File: src/common/asc_consts.vh
/*
 constants for the angle sensor digital core: bus address, register word
 addresses, field positions, reset values and timing figures.
 assumes a 50 MHz system clock.
*/
`ifndef ASC_CONSTS_VH
`define ASC_CONSTS_VH

`define ASC_CLK_HZ        34'd50000000
`define ASC_SLAVE_ADDR    7'h36

`define ASC_REG_ZSTART_H  8'h01
`define ASC_REG_ZSTART_L  8'h02
`define ASC_REG_ZSTOP_H   8'h03
`define ASC_REG_ZSTOP_L   8'h04
`define ASC_REG_CONF_H    8'h07
`define ASC_REG_CONF_L    8'h08
`define ASC_REG_STATUS    8'h0b
`define ASC_REG_RAW_H     8'h0c
`define ASC_REG_RAW_L     8'h0d
`define ASC_REG_ANG_H     8'h0e
`define ASC_REG_ANG_L     8'h0f
`define ASC_REG_GAIN      8'h1a
`define ASC_REG_MAG_H     8'h1b
`define ASC_REG_MAG_L     8'h1c

`define ASC_CONFH_WDOG    5
`define ASC_CONFL_PWM     4
`define ASC_CONF_H_RST    8'h00
`define ASC_CONF_L_RST    8'h00
`define ASC_GAIN_RST      8'h80

`define ASC_PWM_F0_HZ     34'd115
`define ASC_PWM_F1_HZ     34'd230
`define ASC_PWM_F2_HZ     34'd460
`define ASC_PWM_F3_HZ     34'd920
`define ASC_PWM_PAD       13'd128
`define ASC_PWM_SLOTS     13'd4352

`define ASC_SETTLE0_NS    34'd2200000
`define ASC_SETTLE1_NS    34'd1100000
`define ASC_SETTLE2_NS    34'd550000
`define ASC_SETTLE3_NS    34'd286000
`define ASC_CLK_NS        34'd20
`define ASC_FILT_STEPS    34'd8

`define ASC_WDOG_S        34'd60
`define ASC_WDOG_THR      12'd4

`define ASC_CORDIC_ITER   4'd14

`endif

File: src/hw/asc_cordic.v
/*
 iterative vectoring coordinate-rotation engine: turns one x/y field sample
 into a 12-bit angle (full turn = 4096) and a magnitude (gain about 1.647).
 assumes start pulses come no faster than one per 16 clocks; extra ones are dropped.
*/
`timescale 1ns/100ps
`include "asc_consts.vh"

module asc_cordic (
  input  wire               clk,     // system clock
  input  wire               srst,    // synchronous reset
  input  wire               start,   // one-cycle sample strobe
  input  wire signed [11:0] x_in,    // cosine channel
  input  wire signed [11:0] y_in,    // sine channel
  output reg                done,    // one-cycle result strobe
  output reg         [11:0] angle,   // angle result
  output reg         [12:0] mag      // magnitude result
);

  reg signed [14:0] x;
  reg signed [14:0] y;
  reg        [15:0] z;
  reg        [3:0]  iter;
  reg               busy;

  // arctangent of 2^-i in 1/65536 turn units
  function [15:0] atan_step;
    input [3:0] i;
    begin
      case (i)
        4'd0:  atan_step = 16'h2000;
        4'd1:  atan_step = 16'h12e4;
        4'd2:  atan_step = 16'h09fb;
        4'd3:  atan_step = 16'h0511;
        4'd4:  atan_step = 16'h028b;
        4'd5:  atan_step = 16'h0146;
        4'd6:  atan_step = 16'h00a3;
        4'd7:  atan_step = 16'h0051;
        4'd8:  atan_step = 16'h0029;
        4'd9:  atan_step = 16'h0014;
        4'd10: atan_step = 16'h000a;
        4'd11: atan_step = 16'h0005;
        4'd12: atan_step = 16'h0003;
        default: atan_step = 16'h0001;
      endcase
    end
  endfunction

  always @(posedge clk) begin
    done <= 1'b0;
    if (srst) begin
      x     <= 15'h0000;
      y     <= 15'h0000;
      z     <= 16'h0000;
      iter  <= 4'h0;
      busy  <= 1'b0;
      angle <= 12'h000;
      mag   <= 13'h0000;
    end else if (!busy) begin
      if (start) begin
        busy <= 1'b1;
        iter <= 4'h0;
        // fold the left half plane over so the iterations converge
        if (x_in < 0) begin
          x <= -{{3{x_in[11]}}, x_in};
          y <= -{{3{y_in[11]}}, y_in};
          z <= 16'h8000;
        end else begin
          x <= {{3{x_in[11]}}, x_in};
          y <= {{3{y_in[11]}}, y_in};
          z <= 16'h0000;
        end
      end
    end else if (iter == `ASC_CORDIC_ITER) begin
      busy  <= 1'b0;
      done  <= 1'b1;
      angle <= z[15:4];
      mag   <= x[12:0];
    end else begin
      iter <= iter + 4'h1;
      if (y >= 0) begin
        x <= x + (y >>> iter);
        y <= y - (x >>> iter);
        z <= z + atan_step(iter);
      end else begin
        x <= x - (y >>> iter);
        y <= y + (x >>> iter);
        z <= z - atan_step(iter);
      end
    end
  end

endmodule

File: src/hw/asc_core.v
/*
 digital core of a contactless rotary position sensor: two-wire bus slave
 with register pointer, angle scaling, settling filter, gain control, pwm and
 dac output selection, and a motion watchdog.
 assumes SCL and SDA_I come straight from pins; field samples and SRST are
 on SYS_CLK. SYS_CLK must be well above 8x the fastest SCL.
*/
`timescale 1ns/100ps
`include "asc_consts.vh"

module asc_core #(
  parameter [33:0] WDOG_CYC   = `ASC_WDOG_S * `ASC_CLK_HZ,
  parameter [33:0] FILT_CYC0  = `ASC_SETTLE0_NS / `ASC_CLK_NS / `ASC_FILT_STEPS,
  parameter [33:0] FILT_CYC1  = `ASC_SETTLE1_NS / `ASC_CLK_NS / `ASC_FILT_STEPS,
  parameter [33:0] FILT_CYC2  = `ASC_SETTLE2_NS / `ASC_CLK_NS / `ASC_FILT_STEPS,
  parameter [33:0] FILT_CYC3  = `ASC_SETTLE3_NS / `ASC_CLK_NS / `ASC_FILT_STEPS,
  parameter [12:0] AGC_TARGET = 13'h0800,
  parameter [12:0] AGC_WIN    = 13'h0100
) (
  input  wire        SYS_CLK,      // 50 MHz system clock
  input  wire        SRST,         // synchronous reset, active high
  input  wire        SCL,          // bus clock pin, input only
  input  wire        SDA_I,        // bus data pin level
  output wire        SDA_O,        // bus data drive value, always low
  output reg         SDA_OE,       // high while pulling SDA low
  input  wire        SAMPLE_VALID, // one-cycle converter strobe
  input  wire [11:0] SAMPLE_X,     // converter cosine channel
  input  wire [11:0] SAMPLE_Y,     // converter sine channel
  output reg  [7:0]  AGC_GAIN,     // front-end gain setting
  output reg         OUT_IS_PWM,   // 1: pwm output, 0: analog output
  output reg         PWM_OUT,      // pulse-width output
  output reg  [11:0] DAC_CODE,     // analog output code
  output reg         WDOG_SLEEP    // no motion for the watchdog time
);

  localparam [6:0] ST_IDLE = 7'h01;
  localparam [6:0] ST_ADDR = 7'h02;
  localparam [6:0] ST_AACK = 7'h04;
  localparam [6:0] ST_RX   = 7'h08;
  localparam [6:0] ST_RACK = 7'h10;
  localparam [6:0] ST_TX   = 7'h20;
  localparam [6:0] ST_TACK = 7'h40;

  // settings held as the non-volatile image
  reg  [11:0] zstart;
  reg  [11:0] zstop;
  reg  [7:0]  conf_h;
  reg  [7:0]  conf_l;
  wire [1:0]  settle_filter_select = conf_h[1:0];
  wire        watchdog_enable_bit  = conf_h[`ASC_CONFH_WDOG];
  wire [1:0]  pulse_freq_select    = conf_l[7:6];

  reg  [11:0] raw_angle;
  reg  [12:0] magnitude;
  reg  [11:0] target;
  reg  [11:0] angle_out;

  function is_valid;
    input [7:0] a;
    begin
      is_valid = (a == `ASC_REG_ZSTART_H) || (a == `ASC_REG_ZSTART_L) ||
                 (a == `ASC_REG_ZSTOP_H) || (a == `ASC_REG_ZSTOP_L) ||
                 (a == `ASC_REG_CONF_H) || (a == `ASC_REG_CONF_L) ||
                 (a == `ASC_REG_STATUS) || (a == `ASC_REG_RAW_H) ||
                 (a == `ASC_REG_RAW_L) || (a == `ASC_REG_ANG_H) ||
                 (a == `ASC_REG_ANG_L) || (a == `ASC_REG_GAIN) ||
                 (a == `ASC_REG_MAG_H) || (a == `ASC_REG_MAG_L);
    end
  endfunction

  // ---------------- bus pins ----------------
  reg scl_s1, scl_s2, scl_d;
  reg sda_s1, sda_s2, sda_d;
  always @(posedge SYS_CLK) begin
    if (SRST) begin
      scl_s1 <= 1'b1;
      scl_s2 <= 1'b1;
      scl_d  <= 1'b1;
      sda_s1 <= 1'b1;
      sda_s2 <= 1'b1;
      sda_d  <= 1'b1;
    end else begin
      scl_s1 <= SCL;
      scl_s2 <= scl_s1;
      scl_d  <= scl_s2;
      sda_s1 <= SDA_I;
      sda_s2 <= sda_s1;
      sda_d  <= sda_s2;
    end
  end

  assign SDA_O = 1'b0;
  wire scl_rise = scl_s2 & ~scl_d;
  wire scl_fall = ~scl_s2 & scl_d;
  wire bus_start = scl_s2 & scl_d & sda_d & ~sda_s2;
  wire bus_stop  = scl_s2 & scl_d & ~sda_d & sda_s2;

  // ---------------- slave state machine ----------------
  reg [6:0] state;
  reg [3:0] bit_cnt;
  reg [7:0] shift;
  reg       rd_mode;
  reg       word_phase;
  reg [7:0] ptr;
  reg [7:0] rd_byte;

  always @* begin
    rd_byte = 8'h00;
    if (ptr == `ASC_REG_ZSTART_H) begin
      rd_byte = {4'h0, zstart[11:8]};
    end else if (ptr == `ASC_REG_ZSTART_L) begin
      rd_byte = zstart[7:0];
    end else if (ptr == `ASC_REG_ZSTOP_H) begin
      rd_byte = {4'h0, zstop[11:8]};
    end else if (ptr == `ASC_REG_ZSTOP_L) begin
      rd_byte = zstop[7:0];
    end else if (ptr == `ASC_REG_CONF_H) begin
      rd_byte = conf_h;
    end else if (ptr == `ASC_REG_CONF_L) begin
      rd_byte = conf_l;
    end else if (ptr == `ASC_REG_STATUS) begin
      rd_byte = {7'h00, WDOG_SLEEP};
    end else if (ptr == `ASC_REG_RAW_H) begin
      rd_byte = {4'h0, raw_angle[11:8]};
    end else if (ptr == `ASC_REG_RAW_L) begin
      rd_byte = raw_angle[7:0];
    end else if (ptr == `ASC_REG_ANG_H) begin
      rd_byte = {4'h0, angle_out[11:8]};
    end else if (ptr == `ASC_REG_ANG_L) begin
      rd_byte = angle_out[7:0];
    end else if (ptr == `ASC_REG_GAIN) begin
      rd_byte = AGC_GAIN;
    end else if (ptr == `ASC_REG_MAG_H) begin
      rd_byte = {3'h0, magnitude[12:8]};
    end else if (ptr == `ASC_REG_MAG_L) begin
      rd_byte = magnitude[7:0];
    end
  end

  wire hold_ptr = (ptr == `ASC_REG_RAW_H) || (ptr == `ASC_REG_ANG_H) ||
                  (ptr == `ASC_REG_MAG_H);

  // SCL is never an output, so the master's timing always
  always @(posedge SYS_CLK) begin
    if (SRST) begin
      state      <= ST_IDLE;
      bit_cnt    <= 4'h0;
      shift      <= 8'h00;
      rd_mode    <= 1'b0;
      word_phase <= 1'b0;
      ptr        <= 8'h00;
      SDA_OE     <= 1'b0;
      zstart     <= 12'h000;
      zstop      <= 12'h000;
      conf_h     <= `ASC_CONF_H_RST;
      conf_l     <= `ASC_CONF_L_RST;
    end else if (bus_stop) begin
      state  <= ST_IDLE;
      SDA_OE <= 1'b0;
    end else if (bus_start) begin
      state   <= ST_ADDR;
      bit_cnt <= 4'h0;
      SDA_OE  <= 1'b0;
    end else begin
      case (state)
        ST_ADDR, ST_RX: begin
          if (scl_rise) begin
            shift   <= {shift[6:0], sda_s2};
            bit_cnt <= bit_cnt + 4'h1;
          end else if (scl_fall && bit_cnt == 4'h8) begin
            bit_cnt <= 4'h0;
            if (state == ST_ADDR) begin
              if (shift[7:1] == `ASC_SLAVE_ADDR) begin
                rd_mode    <= shift[0];
                word_phase <= ~shift[0];
                SDA_OE     <= 1'b1;
                state      <= ST_AACK;
              end else begin
                state <= ST_IDLE;
              end
            end else begin
              state <= ST_RACK;
              if (word_phase) begin
                word_phase <= 1'b0;
                ptr        <= shift;
                SDA_OE     <= is_valid(shift);
              end else begin
                SDA_OE <= is_valid(ptr);
                ptr    <= ptr + 8'h01;
                if (ptr == `ASC_REG_ZSTART_H) begin
                  zstart[11:8] <= shift[3:0];
                end else if (ptr == `ASC_REG_ZSTART_L) begin
                  zstart[7:0] <= shift;
                end else if (ptr == `ASC_REG_ZSTOP_H) begin
                  zstop[11:8] <= shift[3:0];
                end else if (ptr == `ASC_REG_ZSTOP_L) begin
                  zstop[7:0] <= shift;
                end else if (ptr == `ASC_REG_CONF_H) begin
                  conf_h <= shift;
                end else if (ptr == `ASC_REG_CONF_L) begin
                  conf_l <= shift;
                end
              end
            end
          end
        end
        ST_AACK: begin
          if (scl_fall) begin
            bit_cnt <= 4'h0;
            if (rd_mode) begin
              shift  <= rd_byte;
              SDA_OE <= ~rd_byte[7];
              state  <= ST_TX;
            end else begin
              SDA_OE <= 1'b0;
              state  <= ST_RX;
            end
          end
        end
        ST_RACK: begin
          if (scl_fall) begin
            SDA_OE <= 1'b0;
            state  <= ST_RX;
          end
        end
        ST_TX: begin
          if (scl_rise) begin
            bit_cnt <= bit_cnt + 4'h1;
          end else if (scl_fall) begin
            if (bit_cnt == 4'h8) begin
              SDA_OE <= 1'b0;
              state  <= ST_TACK;
              if (!hold_ptr) begin
                ptr <= ptr + 8'h01;
              end else begin
                ptr <= ptr;
              end
            end else begin
              shift  <= {shift[6:0], 1'b0};
              SDA_OE <= ~shift[6];
            end
          end
        end
        ST_TACK: begin
          if (scl_rise) begin
            rd_mode <= ~sda_s2; // master ack keeps the read going
          end else if (scl_fall) begin
            bit_cnt <= 4'h0;
            if (rd_mode) begin
              shift  <= rd_byte;
              SDA_OE <= ~rd_byte[7];
              state  <= ST_TX;
            end else begin
              state <= ST_IDLE;
            end
          end
        end
        default: begin
          SDA_OE <= 1'b0;
          state  <= ST_IDLE;
        end
      endcase
    end
  end

  // ---------------- angle path ----------------
  wire        cd_done;
  wire [11:0] cd_angle;
  wire [12:0] cd_mag;

  asc_cordic u_cordic (
    .clk   (SYS_CLK),
    .srst  (SRST),
    .start (SAMPLE_VALID),
    .x_in  (SAMPLE_X),
    .y_in  (SAMPLE_Y),
    .done  (cd_done),
    .angle (cd_angle),
    .mag   (cd_mag)
  );

  wire [11:0] rel  = cd_angle - zstart;
  wire [11:0] span = zstop - zstart;
  wire [12:0] span_full = (span == 12'h000) ? 13'h1000 : {1'b0, span};
  wire [23:0] quot = {rel, 12'h000} / {11'h000, span_full};
  wire [11:0] scaled = ({1'b0, rel} >= span_full || quot[23:12] != 12'h000) ?
                       12'hfff : quot[11:0];

  always @(posedge SYS_CLK) begin
    if (SRST) begin
      raw_angle <= 12'h000;
      magnitude <= 13'h0000;
      target    <= 12'h000;
      AGC_GAIN  <= `ASC_GAIN_RST;
    end else if (cd_done && !WDOG_SLEEP) begin
      raw_angle <= cd_angle;
      magnitude <= cd_mag;
      target    <= scaled;
      if (cd_mag < AGC_TARGET - AGC_WIN && AGC_GAIN != 8'hff) begin
        AGC_GAIN <= AGC_GAIN + 8'h01;
      end else if (cd_mag > AGC_TARGET + AGC_WIN && AGC_GAIN != 8'h00) begin
        AGC_GAIN <= AGC_GAIN - 8'h01;
      end
    end
  end

  // settling filter: halve the error each tick, eight ticks per settling time
  reg  [33:0] filt_cnt;
  reg  [33:0] filt_len;
  wire [12:0] diff = {1'b0, target} - {1'b0, angle_out};
  always @* begin
    case (settle_filter_select)
      2'b00:   filt_len = FILT_CYC0;
      2'b01:   filt_len = FILT_CYC1;
      2'b10:   filt_len = FILT_CYC2;
      default: filt_len = FILT_CYC3;
    endcase
  end

  always @(posedge SYS_CLK) begin
    if (SRST) begin
      filt_cnt  <= 34'h0;
      angle_out <= 12'h000;
    end else if (filt_cnt + 34'h1 >= filt_len) begin
      filt_cnt <= 34'h0;
      // halving stalls two above the target on the way down, so snap there too
      if (diff == 13'h0000 || diff == 13'h0001 || diff == 13'h1fff || diff == 13'h1ffe) begin
        angle_out <= target;
      end else begin
        angle_out <= angle_out + diff[12:1] + {11'h000, diff[12]};
      end
    end else begin
      filt_cnt <= filt_cnt + 34'h1;
    end
  end

  // ---------------- output stage ----------------
  reg  [33:0] unit_len;
  reg  [33:0] unit_cnt;
  reg  [12:0] slot;
  reg  [11:0] pwm_angle;
  always @* begin
    case (pulse_freq_select)
      2'b00:   unit_len = `ASC_CLK_HZ / (`ASC_PWM_F0_HZ * {21'h0, `ASC_PWM_SLOTS});
      2'b01:   unit_len = `ASC_CLK_HZ / (`ASC_PWM_F1_HZ * {21'h0, `ASC_PWM_SLOTS});
      2'b10:   unit_len = `ASC_CLK_HZ / (`ASC_PWM_F2_HZ * {21'h0, `ASC_PWM_SLOTS});
      default: unit_len = `ASC_CLK_HZ / (`ASC_PWM_F3_HZ * {21'h0, `ASC_PWM_SLOTS});
    endcase
  end

  always @(posedge SYS_CLK) begin
    if (SRST) begin
      unit_cnt   <= 34'h0;
      slot       <= 13'h0000;
      pwm_angle  <= 12'h000;
      PWM_OUT    <= 1'b0;
      DAC_CODE   <= 12'h000;
      OUT_IS_PWM <= 1'b0;
    end else begin
      OUT_IS_PWM <= conf_l[`ASC_CONFL_PWM];
      DAC_CODE   <= angle_out;
      if (!conf_l[`ASC_CONFL_PWM]) begin
        // parked in analog mode so pwm always opens with a whole period
        unit_cnt  <= 34'h0;
        slot      <= 13'h0000;
        pwm_angle <= angle_out;
      end else if (unit_cnt + 34'h1 >= unit_len) begin
        unit_cnt <= 34'h0;
        if (slot == `ASC_PWM_SLOTS - 13'h1) begin
          slot      <= 13'h0000;
          pwm_angle <= angle_out;
        end else begin
          slot <= slot + 13'h1;
        end
      end else begin
        unit_cnt <= unit_cnt + 34'h1;
      end
      // pads of 128 slots keep both edges present at the range ends
      PWM_OUT <= conf_l[`ASC_CONFL_PWM] &&
                 (slot < `ASC_PWM_PAD + {1'b0, pwm_angle});
    end
  end

  // ---------------- motion watchdog ----------------
  reg  [33:0] wd_cnt;
  reg  [11:0] wd_ref;
  wire [11:0] wd_delta = raw_angle - wd_ref;
  wire        moved = (wd_delta > `ASC_WDOG_THR) && (wd_delta < 12'h000 - `ASC_WDOG_THR);
  wire [11:0] live_delta = cd_angle - wd_ref;
  wire        live_moved = cd_done &&
                           (live_delta > `ASC_WDOG_THR) && (live_delta < 12'h000 - `ASC_WDOG_THR);
  always @(posedge SYS_CLK) begin
    if (SRST) begin
      wd_cnt     <= 34'h0;
      wd_ref     <= 12'h000;
      WDOG_SLEEP <= 1'b0;
    end else if (!watchdog_enable_bit || moved || live_moved) begin
      wd_cnt     <= 34'h0;
      wd_ref     <= live_moved ? cd_angle : raw_angle;
      WDOG_SLEEP <= 1'b0;
    end else if (wd_cnt + 34'h1 >= WDOG_CYC) begin
      WDOG_SLEEP <= 1'b1;
    end else begin
      wd_cnt <= wd_cnt + 34'h1;
    end
  end

endmodule

File: config.mk
export PLATFORM = sky130hd
export DESIGN_NAME = asc_core
export DESIGN_NICKNAME = d
export VERILOG_FILES = /design/src/hw/asc_cordic.v /design/src/hw/asc_core.v
export VERILOG_INCLUDE_DIRS = /design/src /design/src/common
export SDC_FILE = /design/constraint.sdc
export NUM_CORES = 2
export LEC_CHECK = 0
export ABC_AREA = 1
export BUFFER_PORTS_ARGS = -buffer_cell sky130_fd_sc_hd__buf_2
export CAP_MARGIN = 40
export CORE_MARGIN = 3
export CORE_UTILIZATION = 25
export DETAILED_ROUTE_END_ITERATION = 7
export GPL_TIMING_DRIVEN = 0
export PLACE_DENSITY = 0.36
export REMOVE_ABC_BUFFERS = 1
export SLEW_MARGIN = 20
export SYNTH_ARGS = -nofsm -noshare
export SYNTH_HDL_FRONTEND = slang
export SYNTH_HIERARCHICAL = 1
export SYNTH_SLANG_ARGS = --single-unit
export TNS_END_PERCENT = 100
File: constraint.sdc
create_clock -name SYS_CLK -period 43.7 [get_ports SYS_CLK]
set_clock_uncertainty 0.15 [all_clocks]
set_input_delay 2.185 -clock SYS_CLK [delete_from_list [all_inputs] [get_ports SYS_CLK]]
set_output_delay 2.185 -clock SYS_CLK [all_outputs]
set_load 0.1 [all_outputs]
# Word-level counts from Yosys, hierarchy flattened

Memory sizes are Yosys's and may differ from the RTL's. A register that Yosys moved wholly into a read port is not among the register bits.
Cells that the tools add are included.

Flip-flop bits (word level): 364
Word-level logic and storage cells: 395
Input port bits: 29
Memories kept: 2
Bits in read-only memories: 448

Div/mod/pow operators: 1
Add/subtract/negate cells: 25
$lt $le $gt $ge: 13
Equality and inequality tests: 79
Reduce and logical (&&, ||, !) cells: 82
Muxes and demuxes: 122
Bitwise logic cells: 26
Shifts and indexed selects: 2

Memories:

| name             | words | width | rd ports | clocked after memory_dff | write ports | RTL line        | source |
|---|---|---|---|---|---|---|---|
| (name not given) | 16    | 14    | 1        | 1                        | 0           | asc_cordic.v:30 | `case (i)` |
| (name not given) | 16    | 14    | 1        | 1                        | 0           | asc_cordic.v:30 |  |

Operator list:

| cell                                                                | number |
|---|---|
| 2-to-1 mux 8 bit                                                    | 31 |
| 2-to-1 mux 16 bit                                                   | 13 |
| 2-to-1 mux 15 bit                                                   | 10 |
| adder 34 x 1 -> 34 bit, second input constant                       | 3 |
| == test 8 x 4 -> 1 bit, second input constant                       | 12 |
| 2-to-1 mux 12 bit                                                   | 6 |
| 2-to-1 mux 7 bit                                                    | 10 |
| greater-or-equal comparator 34 bit                                  | 2 |
| 2-to-1 mux 4 bit                                                    | 13 |
| == test 8 x 5 -> 1 bit, second input constant                       | 6 |
| subtractor 12 bit                                                   | 4 |
| case mux 14 bit (3 select lines)                                    | 1 |
| == test 13 bit, second input constant                               | 3 |
| inequality test 2 bit, second input constant                        | 18 |
| case mux 7 bit (5 select lines)                                     | 1 |
| greater-or-equal comparator 34 x 32 -> 1 bit, second input constant | 1 |
| logical OR 1 bit                                                    | 34 |
| inequality test 3 bit, second input constant                        | 11 |
| == test 8 x 2 -> 1 bit, second input constant                       | 4 |
| == test 8 x 3 -> 1 bit, second input constant                       | 4 |
| case mux 8 bit (4 select lines)                                     | 1 |
| adder 15 bit                                                        | 2 |
| negator 15 bit                                                      | 2 |
| AND reduction 10 bit                                                | 3 |
| other kinds (67)                                                    | 155 |

# Logic depth before layout (Yosys ltp)

Word-level depth: 20
Gate-level depth with buffers: 387
Gate-level depth less buffers: 359

# Modules after synthesis

Netlist, hierarchy kept.

Modules (own cells, without submodules):

| module     | cells an instance | sequential area each (µm²) | times used | area each (µm²) |
|---|---|---|---|---|
| asc_core   | 4831              | 5745.5                     | 1          | 31491.5 |
| asc_cordic | 1300              | 1821.7                     | 1          | 8370.5 |

# Worst setup path before layout

OpenSTA, ideal clock, no wires.

Kind: register -> register
Start point: register zstop[0]
End point: register target[0]
Cell stages (with the launch flop): 371
Clock period less this slack: 48.524 ns
Setup time: 0.117 ns
Data arrival time: 48.257 ns
Required time: 43.433 ns
Path slack: -4.824 ns
Cells stage by stage: dfxtp_1 > inv_1 > ha_1 > fa_1 > inv_1 > nand2_1 > nand2_1 > nand3_1 > nand2_1 > nand3_1 > nor2_2 > nand2_2 > o21ai_1 > nor4_1 > nand4_1 > o21ai_0 > a21oi_1 > ha_1 > [335 not listed] > inv_1 > nor2_4 > inv_1 > nor2_1 > nand3_4 > buf_6 > buf_4 > nor2_1 > a21oi_1 > ha_1 > a21oi_1 > nor2_1 > a211oi_1 > nand2_1 > nand2_1 > a21oi_1 > nor2_1 > nor2_1

Word-level cells in the longest chain between the ends: 7
Elaborated cells between the ends (all ways): 8
Classes of those cells: add/sub: 1; div: 1; order compare: 1; mux: 2; reduce/logical: 3

Ends and longest elaborated chain:

| what                      | RTL line       | source |
|---|---|---|
| start, declared           | asc_core.v:46  | `reg [11:0] zstop;` |
| start signal, assigned    | asc_core.v:197 | `zstop[7:0] <= shift;` |
| subtractor 12 bit (*)     | asc_core.v:283 | `wire [11:0] span = zstop - zstart;` |
| zero test 12 bit          | asc_core.v:284 | `wire [12:0] span_full = (span == 12'h000) ? 13'h1000 : {1'b0, span};` |
| 2-to-1 mux 13 bit (*)     | asc_core.v:284 |  |
| divider 24 x 13 -> 24 bit | asc_core.v:285 | `wire [23:0] quot = {rel, 12'h000} / {11'h000, span_full};` |
| nonzero test 12 bit       | asc_core.v:286 | `wire [11:0] scaled = ({1'b0, rel} >= span_full \|\| quot[23:12] != 12'h000) ?` |
| logical OR 1 bit          | asc_core.v:286 |  |
| 2-to-1 mux 12 bit (*)     | asc_core.v:286 |  |
| end signal, assigned      | asc_core.v:298 | `target <= scaled;` |
| end, declared             | asc_core.v:55  | `reg [11:0] target;` |

Every way passes the cells marked *; elsewhere a longest branch is shown, timed or not.
A chain may end at the register's enable or synchronous reset.

# Final worst setup path

Same ends and word-level chain as after synthesis.

==> flow_summary.ini <==
[setup_path]
timing.critical_path.slowest_stage_cell = sky130_fd_sc_hd__fa_2
critical_path.max_fanout = 16
crit_path_max_incr_delay_ns = 0.55
crit_path_frequent_cell = sky130_fd_sc_hd__nand2_2
critical_path_required_ns = 44.05
path_class = flop to flop
setup.worst_path.end_class = flop
cp_data_arrival_time_ns = 43.95
startpoint_type = flop
critical-path-top-delay-family = compound AO/OA/AOI/OAI gates
critPathBufInv = 56
r2r_setup_slk_ns = 0.10

[die]
initial_utilization_pct = 25.3
fp.dieArea_um2 = 164000
chipHeight_um = 405
die-width_um = 405
io-pin-count = 54
placement_rows = 145
design.core.area_um2 = 157000

[power]
power.share.sequential_pct = 25.2
p_total_w = 0.00153
clock_power_share_pct = 25.5
power.share.switching_pct = 42.6
p_int_w = 0.000877
power_frac_comb_pct = 49.3
ir_worst_vdd_mv = 0.0566
power.leakage_nw = 23.0
cellPowerDensity_nw_per_um2 = 31.1
switching_power_of_the_nets_w = 0.000651

[grt]
global_route.overflow_total = 0
grt_pass1_vias = 38600
grt_first_pass_wirelength_mm = 213
grt_antenna_before_repair = 2
grt_start_max_net_pins = 74
globalRouteTotalUtil_pct = 16.0

[sta]
report.final.hold_viol_count = 0
transition_time_at_the_pin_with_the_least_slew_margin_ns = 1.01
finalCritPeriodShare_pct = 99.8
finalCriticalPeriod_ns = 43.60
grt_setup_unrepaired = true
max_slew_margin_pct = 32.4
postLayoutSetupSlackWorst_ns = 0.101
fmax_ghz = 0.0229
finalSetupViolCount = 0
slew_violations = 0

[yosys]
synthesis.area_um2 = 39900
ys_async_sr_fraction_pct = 0
ys_seq_elements = 378
synth.mux.area_fraction_pct = 0
yosysWarnings = 6
ys.flop_type = sky130_fd_sc_hd__dfxtp_1
synth-xor-area-share_pct = 7.82
synth-simple-area-share_pct = 30.6
syn-mean-instance-area_um2 = 6.50
unique_masters_post_synth = 77
synthesis.instances = 6131
synth-edff-count = 0
synth_top_family_by_area = simple AND/OR/NAND/NOR gates
synth_adder_area_share_pct = 13.6
synth_compound_gate_area_share_pct = 19.1
ys_seq_area_share_pct = 19.0

[cts]
clock_root_buffer_master = sky130_fd_sc_hd__clkbuf_16
clock-sinks = 378
cts-htree-levels = 2
hold_buffers = 0
path_clk_slew_ns = 0.06
cts_inserted_buffers = 46
tritoncts = done
cts-root-to-sink-buffers = 3
clkLatencyLatePin_ns = 0.61

[routing]
post_drt_via_cell_ratio = 4.72
dr.pass1.iters = 5
wirelength_mm = 137
drtAntennaViolNets = 0
wl_per_cell_um = 16.0
drt_iter0_drc = 1854
drc_errors = 0
vias = 40400

[final_layout]
final_layout_size_suffix_gt1_share_pct = 17.7
synthToLayoutAreaGrowth_pct = 23.2
finish.cell_count_without_fillers = 8559
finish.instance_area_um2 = 49100
fin_nets = 6926

[status]
outcome = completed

[placement]
gp_congestion = 0.821
dpl.cell_count = 8153
post_dp_cell_area_um2 = 42500
dp_hpwl_mm = 100
place.port_buffers = 52
place_ws_ns = -14.62

[hold_path]
holdCritPathClass = flop to flop

[run]
max-cap-violations = 0
-- registers in the layout (all words and copies together), names as in the netlist, 13 cells and up, named ones only --
name and flops:
wd_cnt 34, filt_cnt 34, u_cordic/y 15, u_cordic/x 15, slot 13, unit_cnt 34, magnitude 13, u_cordic/z 16
u_cordic/mag 13
-- final timing paths --
check / start / end / cells past startpoint
max: zstop[0] / target[0] / 340
min reg2reg: scl_s1 / scl_s2 / 1
min: scl_s1 / scl_s2 / 1
max reg2reg: zstop[0] / target[0] / 340
-- cells in the mapped netlist, types with 47 or more instances --
| master | instances | area (um^2) |
|---|---|---|
| sky130_fd_sc_hd__clkbuf_1 | 107 | 402 |
| sky130_fd_sc_hd__nand2_2 | 52 | 325 |
| sky130_fd_sc_hd__o21ai_0 | 452 | 2260 |
| sky130_fd_sc_hd__nor3_1 | 110 | 551 |
| sky130_fd_sc_hd__a21oi_1 | 471 | 2360 |
| sky130_fd_sc_hd__o21bai_1 | 51 | 383 |
| sky130_fd_sc_hd__xor2_1 | 218 | 1910 |
| sky130_fd_sc_hd__nor2_1 | 565 | 2120 |
| sky130_fd_sc_hd__inv_1 | 777 | 2920 |
| sky130_fd_sc_hd__o211ai_1 | 47 | 353 |
| sky130_fd_sc_hd__dfxtp_1 | 378 | 7570 |
| sky130_fd_sc_hd__nand2_1 | 1198 | 4500 |
| sky130_fd_sc_hd__xnor2_1 | 138 | 1210 |
| sky130_fd_sc_hd__nand4_1 | 120 | 751 |
| sky130_fd_sc_hd__nand3_1 | 364 | 1820 |
| sky130_fd_sc_hd__ha_1 | 415 | 5190 |
-- layout make-up --
type                    count  area [um^2]
clock buffers              64         1290
diodes                      1         2.50
fillers                 17300       108000
repair inverters            7         50.0
well taps                2058         2570
inverters                 835         3220
clock inverters            14          168
flip-flops and latches    378         7590
repair buffers            384         3200
multi-input cells        4818        31000
-- metal layers --
layer / share of wire (%) / global-route usage (%)
met5: 0 / 0
met4: 1.5 / 2.65
met3: 2.7 / 1.47
met2: 46 / 27.0
met1: 50 / 22.2
-- power groups by stage --
stage          Clock, W  Sequential, W  Combinational, W
6_report       0.000389       0.000386          0.000753
2_1_floorplan         0       0.000403          0.000495
3_5_place_dp          0       0.000393          0.000666
4_1_cts        0.000408       0.000386          0.000715
3_3_place_gp          0       0.000394          0.000666
5_1_grt        0.000421       0.000388          0.000867
-- stage by stage --
| stage | setup TNS [ns] | util [%] | hold WS, ns |
|---|---|---|---|
| after floorplan | -4.28 | - | 0.239 |
| after global placement | -73.13 | 26.7 | 0.248 |
| after detailed placement | -55.31 | 27.0 | 0.249 |
| after CTS | -4.11 | 29.1 | 0.262 |
| after global routing | -5.36 | 31.2 | 0.273 |
| final | 0 | 31.2 | 0.262 |
-- cells by family (layout without fill, tap and decap cells) --
kind of cell	count (synthesis)	after routing
other	1	49
buffers and inverters	994	1304
flip-flops	378	378
AO/OA/AOI/OAI	1322	1322
AND/OR/NAND/NOR	2653	2665
XOR/XNOR	356	356
adder cells (fa/ha/maj)	427	427
-- what timing repair did --
action | in CTS | in global routing
pin swaps | 89 | 278
setup buffers | 137 | 167
setup endpoints to repair | 7 | 4
cloned | 18 | 5
gates resized for setup | 200 | 464
-- layout by cell type, fill, tap and decap left out, types with 47 or more instances in the layout --
cell and instances:
sky130_fd_sc_hd__o21ai_2 55, sky130_fd_sc_hd__nand2_2 122, sky130_fd_sc_hd__dfxtp_1 365, sky130_fd_sc_hd__inv_1 732
sky130_fd_sc_hd__nand4_1 120, sky130_fd_sc_hd__nor3_1 105, sky130_fd_sc_hd__nand3_2 51, sky130_fd_sc_hd__ha_4 48
sky130_fd_sc_hd__ha_1 353, sky130_fd_sc_hd__o21ai_0 362, sky130_fd_sc_hd__nand3_1 349, sky130_fd_sc_hd__xor2_1 217
sky130_fd_sc_hd__buf_4 277, sky130_fd_sc_hd__clkbuf_16 48, sky130_fd_sc_hd__o211ai_1 47, sky130_fd_sc_hd__o21ai_1 54
sky130_fd_sc_hd__nand2_1 1104, sky130_fd_sc_hd__conb_1 48, sky130_fd_sc_hd__inv_2 69, sky130_fd_sc_hd__buf_2 54
sky130_fd_sc_hd__xnor2_1 138, sky130_fd_sc_hd__a21oi_1 421, sky130_fd_sc_hd__nor2_1 529
Power figures use the tool's default switching activity.
